## config.mk

```make
export PLATFORM = sky130hd
export DESIGN_NAME = asp_top
export DESIGN_NICKNAME = d
export VERILOG_FILES = /design/src/rtl/asp_pkg.sv /design/src/rtl/asp_fifo.sv /design/src/rtl/asp_baud.sv /design/src/rtl/asp_top.sv
export VERILOG_INCLUDE_DIRS = /design/src /design/src/rtl
export SDC_FILE = /design/constraint.sdc
export NUM_CORES = 1
export LEC_CHECK = 0
export BUFFER_PORTS_ARGS = -buffer_cell sky130_fd_sc_hd__buf_2
export CAP_MARGIN = 25
export CORE_ASPECT_RATIO = 0.7
export CORE_MARGIN = 10
export CORE_UTILIZATION = 65
export CTS_BUF_LIST = sky130_fd_sc_hd__clkbuf_8
export DETAILED_ROUTE_END_ITERATION = 8
export PLACE_DENSITY_LB_ADDON = 0.2
export SKIP_CTS_REPAIR_TIMING = 1
export SYNTH_ARGS = -nofsm -noshare
export SYNTH_HDL_FRONTEND = slang
export SYNTH_SLANG_ARGS = --single-unit
```

## constraint.sdc

```tcl
create_clock -name sys_clk -period 6.8 [get_ports sys_clk]
set_input_delay 0.34 -clock sys_clk [delete_from_list [all_inputs] [get_ports sys_clk]]
set_output_delay 0.34 -clock sys_clk [all_outputs]
set_load 0.01 [all_outputs]
```

## src/rtl/asp_cfg.svh

```systemverilog
// Constants, register map and timing of the dual asynchronous serial port
// ---------------------------------------------------------------
// ---------------------------------------------------------------
`ifndef ASP_CFG_SVH
`define ASP_CFG_SVH

// ---------------------------------------------------------------
// Sizes and timing
// ---------------------------------------------------------------
`define ASP_NPORT 2
`define ASP_DEPTH 16
`define ASP_LVL_W 5
`define ASP_DIV_W 16
`define ASP_CLK_HZ 125000000
`define ASP_MAX_BPS 3000000
`define ASP_OVS 16
`define ASP_MIN_DIV ((`ASP_CLK_HZ + `ASP_OVS * `ASP_MAX_BPS - 1) / (`ASP_OVS * `ASP_MAX_BPS))
`define ASP_TICK_MID 4'h7
`define ASP_TICK_LAST 4'hF
`define ASP_MIN_BITS 4'h5
`define ASP_LINE_IDLE 1'b1

// ---------------------------------------------------------------
// Register map, byte offsets within a port
// ---------------------------------------------------------------
`define ASP_CH_BIT 5
`define ASP_OFS_W 5
`define ASP_OFS_DATA 5'h00
`define ASP_OFS_STAT 5'h04
`define ASP_OFS_CTRL 5'h08
`define ASP_OFS_LCR 5'h0C
`define ASP_OFS_BAUD 5'h10
`define ASP_OFS_IFLS 5'h14
`define ASP_OFS_RIS 5'h18
`define ASP_OFS_IMSK 5'h1C

// ---------------------------------------------------------------
// Reset values and trigger fractions in eighths
// ---------------------------------------------------------------
`define ASP_CTRL_RST 8'h02
`define ASP_LCR_RST 6'h03
`define ASP_BAUD_RST 16'h0044
`define ASP_IFLS_RST 6'h12
`define ASP_IMSK_RST 7'h00
`define ASP_TSEL_1_8 3'h0
`define ASP_TSEL_1_4 3'h1
`define ASP_TSEL_1_2 3'h2
`define ASP_TSEL_3_4 3'h3
`define ASP_TM_1_8 3'h1
`define ASP_TM_1_4 3'h2
`define ASP_TM_1_2 3'h4
`define ASP_TM_3_4 3'h6
`define ASP_TM_7_8 3'h7
`define ASP_TM_SH 3

`endif

```

## src/rtl/asp_pkg.sv

```systemverilog
// Shared types of the dual asynchronous serial port
`include "asp_cfg.svh"
`default_nettype none
package asp_pkg;
  typedef struct packed {
    logic loop; logic rx_dma; logic tx_dma; logic cts_en;
    logic rts_en; logic brk; logic fifo_en; logic en;
  } asp_ctrl_t;
  typedef struct packed {
    logic stop2; logic stick; logic even; logic pen; logic [1:0] wlen;
  } asp_lcr_t;
  typedef struct packed {logic [2:0] rx_sel; logic [2:0] tx_sel;} asp_ifls_t;
  typedef struct packed {
    logic brk; logic pe; logic fe; logic oe; logic eot; logic tx; logic rx;
  } asp_irq_t;
  typedef struct packed {logic brk; logic pe; logic fe; logic [7:0] data;} asp_rxw_t;
  typedef struct packed {
    logic rx_burst; logic rx_single; logic tx_burst; logic tx_single;
  } asp_dma_t;
  typedef struct packed {
    logic [`ASP_LVL_W-1:0] rx_lvl; logic [`ASP_LVL_W-1:0] tx_lvl;
    logic rx_full; logic rx_empty; logic tx_full; logic tx_empty;
    logic tx_busy; logic rx_busy;
  } asp_stat_t;
  typedef enum logic [4:0] {
    ST_IDLE = 5'h01, ST_START = 5'h02, ST_DATA = 5'h04, ST_PAR = 5'h08, ST_STOP = 5'h10
  } asp_st_t;
endpackage
`default_nettype wire

```

## src/rtl/asp_fifo.sv

```systemverilog
// Flip-flop FIFO with run-time depth limit of one entry
`include "asp_cfg.svh"
`default_nettype none
module asp_fifo #(
  parameter int W = 8,
  parameter int DEPTH = `ASP_DEPTH,
  parameter int LW = `ASP_LVL_W
) (
  // Clock and reset
  input wire logic sys_clk,
  input wire logic resetn,
  // Control
  input wire logic flush,
  input wire logic one_deep,
  // Fill side
  input wire logic in_valid,
  output logic in_ready,
  input wire logic [W-1:0] in_data,
  // Drain side
  output logic out_valid,
  input wire logic out_ready,
  output logic [W-1:0] out_data,
  output logic [LW-1:0] level
);
  localparam int AW = $clog2(DEPTH);
  if (DEPTH < 2 || (DEPTH & (DEPTH - 1)) != 0 || DEPTH >= (1 << LW)) begin : g_chk
    $error("asp_fifo: DEPTH must be a power of two that LW bits can count");
  end
  logic [W-1:0] mem_r [DEPTH];
  logic [AW-1:0] wp_r;
  logic [AW-1:0] rp_r;
  logic [LW-1:0] cnt_r;
  wire logic [LW-1:0] cap = one_deep ? LW'(1) : LW'(DEPTH);
  wire logic do_wr = in_valid & in_ready;
  wire logic do_rd = out_valid & out_ready;

  assign in_ready = cnt_r < cap;
  assign out_valid = cnt_r != '0;
  assign out_data = mem_r[rp_r];
  assign level = cnt_r;

  always_ff @(posedge sys_clk) begin
    if (do_wr) mem_r[wp_r] <= in_data;
  end

  always_ff @(posedge sys_clk or negedge resetn) begin
    if (!resetn) begin
      wp_r <= '0;
      rp_r <= '0;
      cnt_r <= '0;
    end else if (flush) begin
      wp_r <= '0;
      rp_r <= '0;
      cnt_r <= '0;
    end else begin
      if (do_wr) wp_r <= wp_r + AW'(1);
      if (do_rd) rp_r <= rp_r + AW'(1);
      cnt_r <= cnt_r + LW'(do_wr) - LW'(do_rd);
    end
  end
endmodule
`default_nettype wire

```

## src/rtl/asp_baud.sv

```systemverilog
// Oversampling baud tick divider running off the system clock
`include "asp_cfg.svh"
`default_nettype none
module asp_baud #(
  parameter int DW = `ASP_DIV_W,
  parameter int MIN_DIV = `ASP_MIN_DIV
) (
  // Clock and reset
  input wire logic sys_clk,
  input wire logic resetn,
  // Control
  input wire logic [DW-1:0] divisor,
  input wire logic run,
  // Tick out, one cycle every divisor cycles, or every MIN_DIV cycles if divisor is smaller
  output logic tick
);
  logic [DW-1:0] cnt_r;
  logic tick_r;
  if (MIN_DIV < 1 || MIN_DIV >= (1 << DW)) begin : g_chk
    $error("asp_baud: MIN_DIV must fit the divider width");
  end
  // Clamp keeps the line at or below the top rate
  wire logic [DW-1:0] lim = (divisor < DW'(MIN_DIV)) ? DW'(MIN_DIV) : divisor;

  assign tick = tick_r;

  always_ff @(posedge sys_clk or negedge resetn) begin
    if (!resetn) begin
      cnt_r <= '0;
      tick_r <= 1'b0;
    end else begin
      cnt_r <= (!run || cnt_r == '0) ? lim - DW'(1) : cnt_r - DW'(1);
      tick_r <= run && cnt_r == '0;
    end
  end
endmodule
`default_nettype wire

```

## src/rtl/asp_top.sv

```systemverilog
// Dual asynchronous serial port with FIFOs, DMA requests and interrupts
`include "asp_cfg.svh"
`default_nettype none
module asp_top
  import asp_pkg::*;
#(
  parameter int DEPTH = `ASP_DEPTH
) (
  // Clock and reset
  input wire logic sys_clk,
  input wire logic resetn,
  // Register port
  input wire logic [`ASP_CH_BIT:0] reg_addr,
  input wire logic [31:0] reg_wdata,
  input wire logic reg_wr,
  input wire logic reg_rd,
  output logic [31:0] reg_rdata,
  // Serial lines
  output logic [`ASP_NPORT-1:0] txd,
  input wire logic [`ASP_NPORT-1:0] rxd,
  output logic [`ASP_NPORT-1:0] rts_n,
  input wire logic [`ASP_NPORT-1:0] cts_n,
  // Interrupts and DMA requests
  output logic [`ASP_NPORT-1:0] irq,
  output asp_dma_t [`ASP_NPORT-1:0] dma_req
);
  localparam int LW = `ASP_LVL_W;
  localparam int CW = $bits(asp_ctrl_t);
  localparam int LCW = $bits(asp_lcr_t);
  localparam int FW = $bits(asp_ifls_t);
  localparam int IW = $bits(asp_irq_t);
  localparam int RW = $bits(asp_rxw_t);

  // ---------------------------------------------------------------
  // Parameter check
  // ---------------------------------------------------------------
  if (DEPTH < 2 || DEPTH > (1 << (LW - 1)) || (DEPTH & (DEPTH - 1)) != 0) begin : g_chk
    $error("asp_top: DEPTH must be a power of two from 2 to 16");
  end

  // ---------------------------------------------------------------
  // Shared decoding
  // ---------------------------------------------------------------
  function automatic logic [3:0] nbits(asp_lcr_t l);
    return `ASP_MIN_BITS + 4'(l.wlen);
  endfunction

  function automatic logic [7:0] wmask(asp_lcr_t l);
    return 8'hFF >> (~l.wlen);
  endfunction

  function automatic logic par_bit(logic [7:0] d, asp_lcr_t l);
    logic p;
    p = ^(d & wmask(l));
    if (l.stick) return ~l.even;
    return l.even ? p : ~p;
  endfunction

  // Threshold in entries; the receive one never drops below one entry
  function automatic logic [LW-1:0] trig(logic [2:0] sel, logic one, logic rx);
    logic [LW+2:0] m;
    logic [LW+2:0] d;
    logic [LW-1:0] t;
    case (sel)
      `ASP_TSEL_1_8: m = (LW+3)'(`ASP_TM_1_8);
      `ASP_TSEL_1_4: m = (LW+3)'(`ASP_TM_1_4);
      `ASP_TSEL_1_2: m = (LW+3)'(`ASP_TM_1_2);
      `ASP_TSEL_3_4: m = (LW+3)'(`ASP_TM_3_4);
      default: m = (LW+3)'(`ASP_TM_7_8);
    endcase
    d = one ? (LW+3)'(1) : (LW+3)'(DEPTH);
    t = LW'((d * m) >> `ASP_TM_SH);
    if (rx && t == '0) t = LW'(1);
    return t;
  endfunction

  wire logic [`ASP_OFS_W-1:0] off = reg_addr[`ASP_OFS_W-1:0];
  wire logic psel = reg_addr[`ASP_CH_BIT];
  wire asp_ctrl_t wctrl = asp_ctrl_t'(reg_wdata[CW-1:0]);
  logic [31:0] ch_rd [`ASP_NPORT];
  logic [31:0] rdata_r;

  assign reg_rdata = rdata_r;

  // ---------------------------------------------------------------
  // Read data, valid only in the cycle after the read strobe
  // ---------------------------------------------------------------
  always_ff @(posedge sys_clk or negedge resetn) begin
    if (!resetn) rdata_r <= '0;
    else rdata_r <= reg_rd ? ch_rd[psel] : '0;
  end

  // ---------------------------------------------------------------
  // One complete port per instance
  // ---------------------------------------------------------------
  for (genvar i = 0; i < `ASP_NPORT; i++) begin : g_ch
    asp_ctrl_t ctrl_r;
    asp_lcr_t lcr_r;
    asp_ifls_t ifls_r;
    logic [`ASP_DIV_W-1:0] baud_r;
    logic [IW-1:0] ris_r;
    logic [IW-1:0] imsk_r;
    asp_st_t tst_r;
    asp_st_t tst_nxt;
    asp_st_t rst_r;
    asp_st_t rst_nxt;
    logic [3:0] tcnt_r;
    logic [2:0] tbit_r;
    logic [7:0] tsh_r;
    logic tpar_r;
    logic tstop_r;
    logic txd_r;
    logic rts_n_r;
    logic [3:0] rcnt_r;
    logic [2:0] rbit_r;
    logic [7:0] rsh_r;
    logic rpar_r;
    logic rarm_r;
    logic tick;
    logic tx_go;
    logic r_done;
    logic txf_rdy;
    logic txf_vld;
    logic [7:0] txf_dout;
    logic [LW-1:0] txf_lvl;
    logic rxf_rdy;
    logic rxf_vld;
    asp_rxw_t rxf_dout;
    logic [LW-1:0] rxf_lvl;
    asp_irq_t ev;
    asp_rxw_t rxw;
    asp_stat_t stat;

    // -------------------------------------------------------------
    // Register strobes
    // -------------------------------------------------------------
    wire logic hit = psel == 1'(i);
    wire logic wr_data = reg_wr & hit & (off == `ASP_OFS_DATA);
    wire logic rd_data = reg_rd & hit & (off == `ASP_OFS_DATA);
    wire logic wr_ctrl = reg_wr & hit & (off == `ASP_OFS_CTRL);
    wire logic wr_lcr = reg_wr & hit & (off == `ASP_OFS_LCR);
    wire logic wr_baud = reg_wr & hit & (off == `ASP_OFS_BAUD);
    wire logic wr_ifls = reg_wr & hit & (off == `ASP_OFS_IFLS);
    wire logic wr_ris = reg_wr & hit & (off == `ASP_OFS_RIS);
    wire logic wr_imsk = reg_wr & hit & (off == `ASP_OFS_IMSK);
    // Changing the FIFO mode empties both FIFOs
    wire logic fifo_flush = wr_ctrl & (wctrl.fifo_en != ctrl_r.fifo_en);

    always_ff @(posedge sys_clk or negedge resetn) begin
      if (!resetn) begin
        ctrl_r <= asp_ctrl_t'(`ASP_CTRL_RST);
        lcr_r <= asp_lcr_t'(`ASP_LCR_RST);
        baud_r <= `ASP_BAUD_RST;
        ifls_r <= asp_ifls_t'(`ASP_IFLS_RST);
        imsk_r <= `ASP_IMSK_RST;
      end else begin
        if (wr_ctrl) ctrl_r <= wctrl;
        if (wr_lcr) lcr_r <= asp_lcr_t'(reg_wdata[LCW-1:0]);
        if (wr_baud) baud_r <= reg_wdata[`ASP_DIV_W-1:0];
        if (wr_ifls) ifls_r <= asp_ifls_t'(reg_wdata[FW-1:0]);
        if (wr_imsk) imsk_r <= reg_wdata[IW-1:0];
      end
    end

    // -------------------------------------------------------------
    // Baud tick and FIFOs
    // -------------------------------------------------------------
    asp_baud u_baud (
      .sys_clk(sys_clk),
      .resetn(resetn),
      .divisor(baud_r),
      .run(ctrl_r.en),
      .tick(tick)
    );

    // Writes to a full FIFO are dropped; status shows full
    asp_fifo #(.W(8), .DEPTH(DEPTH), .LW(LW)) u_txf (
      .sys_clk(sys_clk),
      .resetn(resetn),
      .flush(fifo_flush),
      .one_deep(!ctrl_r.fifo_en),
      .in_valid(wr_data),
      .in_ready(txf_rdy),
      .in_data(reg_wdata[7:0]),
      .out_valid(txf_vld),
      .out_ready(tx_go),
      .out_data(txf_dout),
      .level(txf_lvl)
    );

    asp_fifo #(.W(RW), .DEPTH(DEPTH), .LW(LW)) u_rxf (
      .sys_clk(sys_clk),
      .resetn(resetn),
      .flush(fifo_flush),
      .one_deep(!ctrl_r.fifo_en),
      .in_valid(r_done),
      .in_ready(rxf_rdy),
      .in_data(rxw),
      .out_valid(rxf_vld),
      .out_ready(rd_data),
      .out_data(rxf_dout),
      .level(rxf_lvl)
    );

    // -------------------------------------------------------------
    // Transmitter
    // -------------------------------------------------------------
    wire logic t_end = tick & (tcnt_r == `ASP_TICK_LAST);
    wire logic t_last = 4'(tbit_r) == nbits(lcr_r) - 4'h1;
    wire logic cts_ok = !(ctrl_r.cts_en & cts_n[i]);
    // A frame already started runs to its end even if CTS drops
    assign tx_go = (tst_r == ST_IDLE) & ctrl_r.en & txf_vld & cts_ok & !ctrl_r.brk;
    wire logic tx_eot = t_end & (tst_r == ST_STOP) & (tst_nxt == ST_IDLE) & !txf_vld;
    wire logic tx_line = ctrl_r.brk ? 1'b0 :
      (tst_r == ST_START) ? 1'b0 :
      (tst_r == ST_DATA) ? tsh_r[0] :
      (tst_r == ST_PAR) ? tpar_r : `ASP_LINE_IDLE;

    always_comb begin
      tst_nxt = tst_r;
      unique case (tst_r)
        ST_IDLE: if (tx_go) tst_nxt = ST_START;
        ST_START: if (t_end) tst_nxt = ST_DATA;
        ST_DATA: if (t_end & t_last) tst_nxt = lcr_r.pen ? ST_PAR : ST_STOP;
        ST_PAR: if (t_end) tst_nxt = ST_STOP;
        ST_STOP: if (t_end & (tstop_r | !lcr_r.stop2)) tst_nxt = ST_IDLE;
        default: tst_nxt = ST_IDLE;
      endcase
    end

    always_ff @(posedge sys_clk or negedge resetn) begin
      if (!resetn) begin
        tst_r <= ST_IDLE;
        tcnt_r <= '0;
        tbit_r <= '0;
        tsh_r <= '0;
        tpar_r <= 1'b0;
        tstop_r <= 1'b0;
        txd_r <= `ASP_LINE_IDLE;
      end else begin
        tst_r <= tst_nxt;
        txd_r <= tx_line;
        if (tx_go) begin
          tcnt_r <= '0;
          tbit_r <= '0;
          tsh_r <= txf_dout;
          tpar_r <= par_bit(txf_dout, lcr_r);
          tstop_r <= 1'b0;
        end else begin
          if (tick) tcnt_r <= tcnt_r + 4'h1;
          if (t_end & (tst_r == ST_DATA)) begin
            tsh_r <= tsh_r >> 1;
            tbit_r <= tbit_r + 3'h1;
          end
          if (t_end & (tst_r == ST_STOP)) tstop_r <= 1'b1;
        end
      end
    end

    // -------------------------------------------------------------
    // Receiver
    // -------------------------------------------------------------
    // Loopback feeds the own transmitter back for self test
    wire logic rx_in = ctrl_r.loop ? txd_r : rxd[i];
    wire logic r_mid = tick & (rcnt_r == `ASP_TICK_MID);
    wire logic r_end = tick & (rcnt_r == `ASP_TICK_LAST);
    wire logic r_last = 4'(rbit_r) == nbits(lcr_r) - 4'h1;
    // Armed only after the line was seen high, so a held break is one event
    wire logic rx_go = (rst_r == ST_IDLE) & ctrl_r.en & rarm_r & !rx_in;
    assign r_done = r_end & (rst_r == ST_STOP);
    wire logic [7:0] r_data = rsh_r >> (~lcr_r.wlen);
    wire logic r_fe = !rx_in;
    wire logic r_pe = lcr_r.pen & (rpar_r != par_bit(r_data, lcr_r));
    wire logic r_brk = r_fe & (r_data == 8'h00) & !(lcr_r.pen & rpar_r);

    assign rxw = '{brk: r_brk, pe: r_pe, fe: r_fe, data: r_data};

    always_comb begin
      rst_nxt = rst_r;
      unique case (rst_r)
        ST_IDLE: if (rx_go) rst_nxt = ST_START;
        ST_START: if (r_mid) rst_nxt = rx_in ? ST_IDLE : ST_DATA;
        ST_DATA: if (r_end & r_last) rst_nxt = lcr_r.pen ? ST_PAR : ST_STOP;
        ST_PAR: if (r_end) rst_nxt = ST_STOP;
        ST_STOP: if (r_end) rst_nxt = ST_IDLE;
        default: rst_nxt = ST_IDLE;
      endcase
    end

    always_ff @(posedge sys_clk or negedge resetn) begin
      if (!resetn) begin
        rst_r <= ST_IDLE;
        rcnt_r <= '0;
        rbit_r <= '0;
        rsh_r <= '0;
        rpar_r <= 1'b0;
        rarm_r <= 1'b0;
      end else begin
        rst_r <= rst_nxt;
        if (rx_go | (r_mid & (rst_r == ST_START))) rcnt_r <= '0;
        else if (tick) rcnt_r <= rcnt_r + 4'h1;
        if (rx_go) rbit_r <= '0;
        else if (r_end & (rst_r == ST_DATA)) begin
          rsh_r <= {rx_in, rsh_r[7:1]};
          rbit_r <= rbit_r + 3'h1;
        end
        if (r_end & (rst_r == ST_PAR)) rpar_r <= rx_in;
        if (r_done & r_fe) rarm_r <= 1'b0;
        else if (rx_in) rarm_r <= 1'b1;
      end
    end

    // -------------------------------------------------------------
    // Flow control, interrupts, DMA
    // -------------------------------------------------------------
    always_ff @(posedge sys_clk or negedge resetn) begin
      if (!resetn) rts_n_r <= `ASP_LINE_IDLE;
      else rts_n_r <= ctrl_r.rts_en & !rxf_rdy;
    end

    wire logic [LW-1:0] rx_thr = trig(ifls_r.rx_sel, !ctrl_r.fifo_en, 1'b1);
    wire logic [LW-1:0] tx_thr = trig(ifls_r.tx_sel, !ctrl_r.fifo_en, 1'b0);
    wire logic rx_hit = rxf_lvl >= rx_thr;
    wire logic tx_hit = txf_lvl <= tx_thr;
    assign ev = '{
      brk: r_done & r_brk,
      pe: r_done & r_pe,
      fe: r_done & r_fe,
      oe: r_done & !rxf_rdy,
      eot: tx_eot,
      tx: tx_hit,
      rx: rx_hit
    };

    // A new event in the clearing cycle keeps its bit set
    wire logic [IW-1:0] ris_nxt = (ris_r & ~(wr_ris ? reg_wdata[IW-1:0] : '0)) | ev;
    always_ff @(posedge sys_clk or negedge resetn) begin
      if (!resetn) ris_r <= '0;
      else ris_r <= ris_nxt;
    end

    assign irq[i] = |(ris_r & imsk_r);
    assign txd[i] = txd_r;
    assign rts_n[i] = rts_n_r;

    assign dma_req[i] = '{
      rx_burst: ctrl_r.rx_dma & rx_hit,
      rx_single: ctrl_r.rx_dma & rxf_vld,
      tx_burst: ctrl_r.tx_dma & tx_hit,
      tx_single: ctrl_r.tx_dma & txf_rdy
    };

    // -------------------------------------------------------------
    // Read selection
    // -------------------------------------------------------------
    assign stat = '{
      rx_lvl: rxf_lvl,
      tx_lvl: txf_lvl,
      rx_full: !rxf_rdy,
      rx_empty: !rxf_vld,
      tx_full: !txf_rdy,
      tx_empty: !txf_vld,
      tx_busy: tst_r != ST_IDLE,
      rx_busy: rst_r != ST_IDLE
    };

    assign ch_rd[i] =
      (off == `ASP_OFS_DATA) ? (rxf_vld ? 32'(rxf_dout) : '0) :
      (off == `ASP_OFS_STAT) ? 32'(stat) :
      (off == `ASP_OFS_CTRL) ? 32'(ctrl_r) :
      (off == `ASP_OFS_LCR) ? 32'(lcr_r) :
      (off == `ASP_OFS_BAUD) ? 32'(baud_r) :
      (off == `ASP_OFS_IFLS) ? 32'(ifls_r) :
      (off == `ASP_OFS_RIS) ? 32'(ris_r) :
      (off == `ASP_OFS_IMSK) ? 32'(imsk_r) : '0;
  end
endmodule
`default_nettype wire

```

Word level (Yosys, flattened, before mapping)
Memories as Yosys holds them, arrays and structs flattened.
Index checks and enable logic that the tools add are counted.

storage, ports and cells
  register bits after elaboration = 310
  RAM bits = 608
  bits of input ports = 46
  output and inout bits = 46
  word-level logic and storage cells = 548
  memories kept = 4

memories
  name                 depth  width  read ports  clocked after Yosys merged registers in  write ports  line            text
  g_ch[0].u_rxf.mem_r  16     11     1           0                                        1            asp_fifo.sv:29  logic [W-1:0] mem_r [DEPTH];
  g_ch[1].u_rxf.mem_r  16     11     1           0                                        1            asp_fifo.sv:29
  g_ch[0].u_txf.mem_r  16     8      1           0                                        1            asp_fifo.sv:29
  g_ch[1].u_txf.mem_r  16     8      1           0                                        1            asp_fifo.sv:29

cells by class
  $add $sub $neg = 32
  $mul = 4
  $lt $le $gt $ge = 11
  equality and inequality tests = 69
  shifts and indexed selects = 4
  mux-type cells = 146
  bitwise logic cells = 128
  reductions and logical operators = 69

operator list
  operator                                                               count
  16-bit 2-to-1 mux                                                      14
  5-bit 2-to-1 mux                                                       32
  32-bit 2-to-1 mux                                                      4
  1-bit bitwise AND                                                      100
  5-bit case mux with 5 select lines                                     4
  4-bit 2-to-1 mux                                                       24
  16-bit by 1-bit subtractor with 16-bit output, second input constant   4
  7-bit 2-to-1 mux                                                       8
  4-bit by 1-bit adder with 4-bit output, second input constant          12
  3-bit case mux with 4 select lines                                     4
  5-bit == test, second input constant                                   8
  1-bit 2-to-1 mux                                                       40
  2-bit nonzero test                                                     20
  8-bit bitwise AND                                                      4
  16-bit zero test                                                       2
  16-bit by 2-bit < comparator with 1-bit output, second input constant  2
  8-bit 2-to-1 mux                                                       4
  8-bit XOR reduction                                                    4
  5-bit by 1-bit == test with 1-bit output, second input constant        6
  5-bit by 4-bit == test with 1-bit output, second input constant        6
  3-bit 2-to-1 mux                                                       10
  7-bit bitwise AND                                                      4
  5-bit by 3-bit == test with 1-bit output, second input constant        5
  3-bit by 2-bit == test with 1-bit output, second input constant        8
  other kinds (38)                                                       134

Depth between registers and ports, before layout
Gate-level depths: netlist (run 1).

  depth in word-level cells = 13
  gate-level depth with buffers = 17

Cells and area by module
A second synthesis (run 1) with hierarchy kept.

unflattened totals
  cells, all modules = 3023
  area, all modules = 41984.0 µm²

modules (own cells, without submodules)
  module                        times used  cells an instance  area each (µm²)  sequential area each (µm²)
  asp_fifo (g_ch[0].u_rxf ...)  2           428                7775.0           5610.4
  asp_top                       1           1191               12022.8          5232.5
  asp_fifo (g_ch[0].u_txf ...)  2           342                5944.5           4169.0
  asp_baud                      2           146                1261.2           425.4

Worst setup path after synthesis (run 1)
OpenSTA, ideal clock, no wires.

  kind = reg2reg
  from = reg g_ch[0].u_baud.cnt_r[11]
  to = reg g_ch[0].u_baud.cnt_r[14]
  data arrival time = 3.338 ns
  data required time = 6.665 ns
  setup slack = 3.327 ns
  cell stages (with the launch flop) = 14
  buffers on the path = 3
  period minus slack after synthesis = 3.473 ns
  cells stage by stage = dfrtp_1 nor4_1 nand4_1 o21ai_0 clkbuf_1 buf_1 clkbuf_1 nand2_1 o21ai_0 ha_1 nand4_1 nor4_1 xnor2_1 a21oi_1

between the ends
  cells in the longest elaborated chain, start to end = 3
  elaborated cells between the ends (all ways) = 4

RTL lines
  item                                                                                                   line            text
  start, declared                                                                                        asp_baud.sv:17  logic [DW-1:0] cnt_r;
  start signal, assigned                                                                                 asp_baud.sv:32  cnt_r <= (!run || cnt_r == '0) ? lim - DW'(1) : cnt_r - DW'(1);
  parallel branches: the longest is 2 deep, another holds 16-bit by 1-bit subtractor with 16-bit output  --
  16-bit 2-to-1 mux *                                                                                    asp_baud.sv:32

Every way passes the cells marked *.
A chain may end at the register's enable or synchronous reset.

Worst setup path after layout (run 1)
  from = reg g_ch[1].u_baud.cnt_r[11]
  to = reg g_ch[1].u_baud.cnt_r[14]

between the ends
  cells in the longest elaborated chain, start to end = 3
  elaborated cells between the ends (all ways) = 4

RTL lines
  item                                                                                                   line
  start, declared                                                                                        asp_baud.sv:17
  start signal, assigned                                                                                 asp_baud.sv:32
  parallel branches: the longest is 2 deep, another holds 16-bit by 1-bit subtractor with 16-bit output  --
  16-bit 2-to-1 mux *                                                                                    asp_baud.sv:32

Marked as above.

==> run_results.csv, run 1 <==
group,metric,value,unit
status,status,"finished clean",
yosys,yosysSeqAreaShare,63.48,%
layout,area_delta_synth_final,9.500,%
timing,max_freq,257.3,MHz
placed_design,placed_cells,3514,
layout,nNetsFinal,2983,
timing,grt_setup_unrepaired,"no",
job,cap_viol_max_count,0,
placed_design,dp_slack,2.764,ns
timing,finalHoldViolCount,0,
critical_path,ff2ff_path_depth,11,
global_route,grt_pass1_vias,24060,
critical_path,cp.arrival,4.55,ns
timing,min_period_over_period,57.16,%
yosys,ys.flop_type,"edfxtp_1",
yosys,synthCells,2708,
placed_design,portBuffers,59,
hold_path,hold_path_depth,4,
timing,slew_violations,0,
global_route,grt_pass1_wl,147600,µm
drt,totalWireLength,96980,µm
critical_path,startpoint_type,"flop",
drt,vias_per_cell,6.437,
yosys,synth_top_area_share,45.20,%
global_route,grtUsageTotal,26.56,%
yosys,ys_top_cells_by_count,"edfxtp_1 (608), dfrtp_1 (272), nor2_1 (204)",
global_route,met1_usage,40.16,%
yosys,synth_cell_type_count,78,
power_and_ir_drop,p_leak,16.65,nW
drt,drc,0,
layout,multi_input_area,13850,µm²
power_and_ir_drop,vdd.ir_drop.worst,207.8,µV
layout,fill_cells,3823,
global_route,antenna_found_initial,4,
critical_path,crit_chain,"or4_1, nor2_1, a31oi_2, buf_4, o31ai_1, ha_1, o211ai_1, buf_4, nor4_1, xnor2_1, mux2i_1",
cts,worstSkewPairLatency,0.80,ns
cts,cts_tree,"done",
cts,cts.path.max_buffers,3,
drt,vias,24290,
cts,clkSinkCount,902,
timing,tightest_slew,1.075,ns
cts,cts_buffers,135,
critical_path,path_depth,11,
hold_path,worstHoldPathType,"in2reg",
global_route,grtUsageMet3,6.617,%
critical_path,critPathMaxStageDelay,0.58,ns
yosys,synth_edf_count,608,
yosys,yosys-top-cells-area,"edfxtp_1 (45%), dfrtp_1 (17%), mux4_2 (9.0%), mux2_2 (3.0%), ha_1 (2.6%)",
floorplanning,fp.dieH,228.6,µm
floorplanning,ios,92,
critical_path,setup.worst_path.end_class,"flop",
critical_path,worst-path-max-fanout,17,
critical_path,cp_top_family,"simple AND/OR/NAND/NOR gates",
drt,avgRoutedWirePerCell,25.70,µm
critical_path,path_buf_inv,2,
floorplanning,core-area,61520,µm²
yosys,synth_most_common_cell,"edfxtp_1",
drt,firstDrtPassIters,6,
yosys,synth_top_area_cell,"edfxtp_1",
floorplanning,die_w,318.0,µm
floorplanning,rows,76,
floorplanning,initial_core_util,65.66,%
floorplanning,die_area,72680,µm²
cts,root_buffer,"clkbuf_8",
drt,ant_nets,0,
critical_path,path_common_cell,"buf_4",
layout,seq_area,25650,µm²
power_and_ir_drop,p_per_area,327.9,nW/µm²
timing,period_minus_slack,3.887,ns
global_route,grt-busiest-layer,"met1",
timing,maxSlewHeadroom,28.36,%
placed_design,place.detailed.hpwl,64600,µm
yosys,avgSynthCellArea,14.92,µm²
timing,tns,0,ns
critical_path,crit_type,"reg2reg",
placed_design,gp_congestion,0.9558,
cts,cts_max_level,4,
timing,finClkSkew,0.03043,ns
yosys,yosys_register_bits,902,
critical_path,cp_slowest_cell,"or4_1",
global_route,grt_start_max_net_pins,135,
timing,setup_viol,0,
timing,setup_ws,2.913,ns
global_route,met2_usage,37.77,%
global_route,overflow,0,
drt,dr.first_iter.drc_count,2891,
cts,cts.clk_slew.worst_paths,0.06,ns
layout,final_cells,3774,
yosys,synth_area,40390,µm²
layout,drive_gt1_share,20.56,%
yosys,ys_warn_count,0,
critical_path,crit_required,7.47,ns
yosys,synthArstFlopShare,32.59,%
-- report_power, final --
group / switching [W] / internal (W)
clock: 0.00206 / 0.00203
combinational: 0.00196 / 0.00162
sequential: 0.000519 / 0.00632
-- metal layers --
layer  vias to the layer above  routed length (µm)
li1                      10520                   -
met4                         2                2028
met1                     12320               41490
met3                       147               11010
met5                         -                  13
met2                      1303               42440
-- per-stage QoR --
stage | hold WS, ns | total power (W) | cell area, µm² | utilization (%)
2_1_floorplan | 0.04441 | 0.009439 | 40450 | -
3_3_place_gp | 0.4010 | 0.01027 | 41500 | 67.45
3_5_place_dp | 0.4097 | 0.01044 | 41590 | 67.60
4_1_cts | -0.4525 | 0.01450 | 44040 | 71.58
5_1_grt | 0.05384 | 0.01521 | 44220 | 71.88
6_report | 0.05394 | 0.01450 | 44230 | 71.89
-- area by class of cell --
cell class,count,area share [%]
inverter,93,0.7892
sequential,902,57.99
clock buffer,144,4.481
tap,819,2.317
antenna,3,0.01697
clock inverter,96,1.052
timing repair buffer,128,2.042
multi-input combinational,1589,31.31
-- cells by family (layout without fill, tap and decap cells) --
| logic type | count (synthesis) | in the layout | share of synthesized area, % |
|---|---|---|---|
| buf+inv | 232 | 461 | 2.512 |
| simple gates | 672 | 672 | 7.998 |
| compound gates | 316 | 316 | 5.021 |
| flops | 902 | 902 | 63.48 |
| other cells | 1 | 19 | 0.009284 |
| xor+xnor | 123 | 123 | 2.754 |
| mux | 374 | 374 | 15.43 |
| fa+ha+maj | 88 | 88 | 2.800 |
-- worst paths after layout --
| check | startpoint | to | slack (ns) |
|---|---|---|---|
| min in group asynchronous | resetn | g_ch[0].rcnt_r[0]$_DFFE_PN0P_ | 0.15 |
| worst min-delay path | rxd[1] | g_ch[1].rarm_r$_DFFE_PN0P_ | 0.05 |
| worst min register to register | g_ch[1].rsh_r[0]$_DFFE_PN0P_ | g_ch[1].rsh_r[0]$_DFFE_PN0P_ | 0.48 |
| worst max-delay path | g_ch[1].u_baud.cnt_r[11]$_DFF_PN0_ | g_ch[1].u_baud.cnt_r[14]$_DFF_PN0_ | 2.91 |
| max in group asynchronous | resetn | g_ch[1].u_rxf.rp_r[1]$_DFFE_PN0P_ | 5.15 |
| worst max register to register | g_ch[1].u_baud.cnt_r[11]$_DFF_PN0_ | g_ch[1].u_baud.cnt_r[14]$_DFF_PN0_ | 2.91 |
-- cells in the final DEF (no fill, tap or decap), types with 59 or more instances in the layout --
cell      count
a21oi_1      76
buf_2        59
clkbuf_8    145
dfrtp_1     266
edfxtp_1    608
ha_1         84
inv_1       148
mux2_2      108
mux2i_1      83
mux4_2      162
nand2_1     174
nor2_1      202
o21ai_0      96
xnor2_1      64
-- sequential cells by signal, indices dropped and copies added (netlist names), 10 cells and up --
name               flops
g_ch.ris_r            14
g_ch.lcr_r            12
g_ch.rst_r            10
g_ch.u_rxf.mem_r     352
g_ch.u_txf.mem_r     256
g_ch.ctrl_r           16
g_ch.u_txf.level      10
g_ch.rsh_r            16
g_ch.u_baud.cnt_r     32
reg_rdata             16
g_ch.baud_r           32
g_ch.u_rxf.level      10
g_ch.imsk_r           14
g_ch.tst_r            10
g_ch.tsh_r            16
g_ch.ifls_r           12
-- worst min-delay path: stages --
cell and delay (ns):
buf_2 0.09, mux2i_2 0.05, buf_4 0.22, nand2_1 0.09
Note: power is estimated with default switching activity, not from simulation.
==> run 2, diff against run 1 <==
Settings changed: ABC_AREA from default to 1.
Clock period 6.8 ns to 3.64 ns, I/O delays scaled along.
==> run_results.csv, run 2 <==
group,metric,value,unit
status,status,"complete, but fails checks",
status,violations,"negative hold slack",
timing,finalHoldViolCount,26,
layout,drive_gt1_share,10.88,%
yosys,synth_cell_type_count,61,
timing,min_period_over_period,88.17,%
drt,vias,31110,
power_and_ir_drop,p_leak,18.61,nW
layout,reg.largest.list,"g_ch.u_rxf.mem_r: 352 flops, g_ch.u_txf.mem_r: 256 flops",
layout,area_delta_synth_final,10.44,%
placed_design,place.detailed.hpwl,72630,µm
yosys,yosys-top-cells-area,"edfxtp_1 (44%), dfrtp_1 (17%), nand2_1 (6.9%), o21ai_0 (6.3%), nor2_1 (4.7%)",
cts,cts.path.max_buffers,3,
yosys,ys.flop_type,"edfxtp_1",
layout,largest_register,"g_ch.u_rxf.mem_r",
layout,final_cells,5175,
yosys,synthMuxAreaShare,0,%
cts,cts.clk_slew.worst_paths,0.07,ns
yosys,synth_area,41070,µm²
timing,max_freq,311.6,MHz
cts,clkSinkCount,902,
critical_path,crit_required,3.46,ns
cts,worstSkewPairLatency,0.82,ns
drt,drc,0,
floorplanning,initial_core_util,66.25,%
timing,whs,-0.05774,ns
cts,cts_tree,"done",
job,cap_viol_max_count,0,
layout,design_area,45360,µm²
timing,finClkSkew,0.03366,ns
floorplanning,rows,76,
critical_path,setup.worst_path.end_class,"output port",
floorplanning,die_w,320.5,µm
timing,setup_viol,0,
yosys,synth_adder_area_share,2.754,%
critical_path,startpoint_type,"flop",
yosys,avgSynthCellArea,10.08,µm²
critical_path,worst-path-max-fanout,4,
power_and_ir_drop,p_per_area,666.3,nW/µm²
floorplanning,core-area,62000,µm²
global_route,grt_pass1_vias,29020,
placed_design,gp_congestion,0.9614,
drt,dr.first_iter.drc_count,4127,
layout,largest_reg_flops,352,
timing,period_minus_slack,3.209,ns
floorplanning,ios,92,
global_route,grt_start_max_net_pins,91,
timing,grt_setup_unrepaired,"no",
critical_path,crit_type,"reg2out",
yosys,synth_compound_area_share,11.77,%
yosys,synthCells,4074,
timing,maxSlewHeadroom,35.94,%
yosys,yosys_register_bits,902,
yosys,yosysSeqAreaShare,62.43,%
floorplanning,fp.dieH,230.3,µm
yosys,synth_top_area_share,44.45,%
drt,ant_nets,0,
yosys,synth_most_common_cell,"nand2_1",
global_route,grt_pass1_wl,167500,µm
layout,nNetsFinal,4376,
hold_path,worstHoldPathType,"in2async",
yosys,synth_edf_count,608,
timing,tns,0,ns
drt,totalWireLength,108800,µm
drt,vias_per_cell,6.011,
cts,root_buffer,"clkbuf_8",
yosys,ys_top_cells_by_count,"nand2_1 (760), edfxtp_1 (608), o21ai_0 (513)",
layout,mostFrequentLayoutCell,"nand2_1",
placed_design,placed_cells,4903,
placed_design,placed_area,42530,µm²
yosys,synth_top_area_cell,"edfxtp_1",
global_route,antenna_found_initial,2,
global_route,overflow,0,
layout,fill_cells,4400,
timing,tightest_slew,0.9595,ns
yosys,ys_warn_count,0,
cts,cts_max_level,4,
critical_path,cp.arrival,3.03,ns
yosys,synth_top_family_by_area,"simple AND/OR/NAND/NOR gates",
placed_design,portBuffers,59,
yosys,synthSimpleGateAreaFrac,16.19,%
cts,cts_buffers,137,
yosys,synth_xor_xnor_area_share,1.151,%
layout,most-common-layout-cells,"nand2_1 (760), edfxtp_1 (608), o21ai_0 (512)",
drt,avgRoutedWirePerCell,21.02,µm
timing,slew_violations,0,
power_and_ir_drop,vdd.ir_drop.worst,597.3,µV
yosys,synthArstFlopShare,32.59,%
global_route,grtUsageTotal,29.31,%
drt,firstDrtPassIters,6,
floorplanning,die_area,73800,µm²
==> run 2: power by group <==
part           leakage, nW  internal, W  switching, W
Sequential            9.14       0.0120      0.000711
Combinational         7.94      0.00297       0.00645
Clock                 1.53      0.00413       0.00399
==> run 2: cell type report <==
class,count,area (µm²),share of cell area (%)
well taps,819,1025,2.259
clock inverters,97,503.0,1.109
diodes,1,2.502,0.005516
clock buffers,155,2133,4.703
repair buffers,205,1486,3.277
flip-flops and latches,902,25650,56.54
multi-input cells,2622,13160,29.01
inverters,374,1404,3.095
==> run 2: cell families after synthesis <==
kind of cell	after synthesis
AND/OR/NAND/NOR	1591
flip-flops	902
AO/OA/AOI/OAI	873
buffers and inverters	565
adder cells (fa/ha/maj)	88
XOR/XNOR	54
other	1
==> run 2: layer usage <==
layer / global-route usage [%] / share of wire [%] / vias up
met5: 0 / 0 / -
met4: 10.64 / 2.8 / 0
met3: 8.089 / 13 / 202
met2: 40.43 / 42 / 1713
met1: 43.94 / 43 / 14890
li1: - / - / 14300
==> run 2: critical path, cell delays in order (launching register included) <==
cell      delay [ns]
dfstp_2         0.56
nor2_1          0.04
o21ai_0         0.26
ha_1            0.29
a21boi_0        0.13
o21ai_0         0.15
nand2_1         0.08
a211oi_1        0.33
nor2_1          0.19
buf_2           0.18
==> run 2: stage by stage <==
step	total power, W	util [%]	setup WS [ns]
4_1_cts	0.03008	72.85	0.4142
2_1_floorplan	0.01922	-	0.08426
6_report	0.03022	73.17	0.4307
3_3_place_gp	0.02169	68.60	0.6662
5_1_grt	0.03198	73.16	0.2451
3_5_place_dp	0.02201	68.60	0.5659
==> run 2: final timing paths <==
kind                                                     from                             endpoint  slack, ns  cells after the start
min in group sys_clk                                 cts_n[0]           g_ch[0].tst_r[1]$_DFF_PN0_      -0.01                      5
worst max register to register   g_ch[0].lcr_r[1]$_DFFE_PN1P_  g_ch[0].u_rxf.mem_r[7][9]$_DFFE_PP_       0.51                     14
worst min register to register     g_ch[0].tpar_r$_DFFE_PN0N_           g_ch[0].tpar_r$_DFFE_PN0N_       0.48                      2
worst max-delay path            g_ch[1].ifls_r[4]$_DFFE_PN1P_                           dma_req[7]       0.43                      9
max in group asynchronous                              resetn         g_ch[0].lcr_r[0]$_DFFE_PN1P_       2.65                      3
worst min-delay path                                   resetn         g_ch[1].tsh_r[5]$_DFFE_PN0P_      -0.06                      2
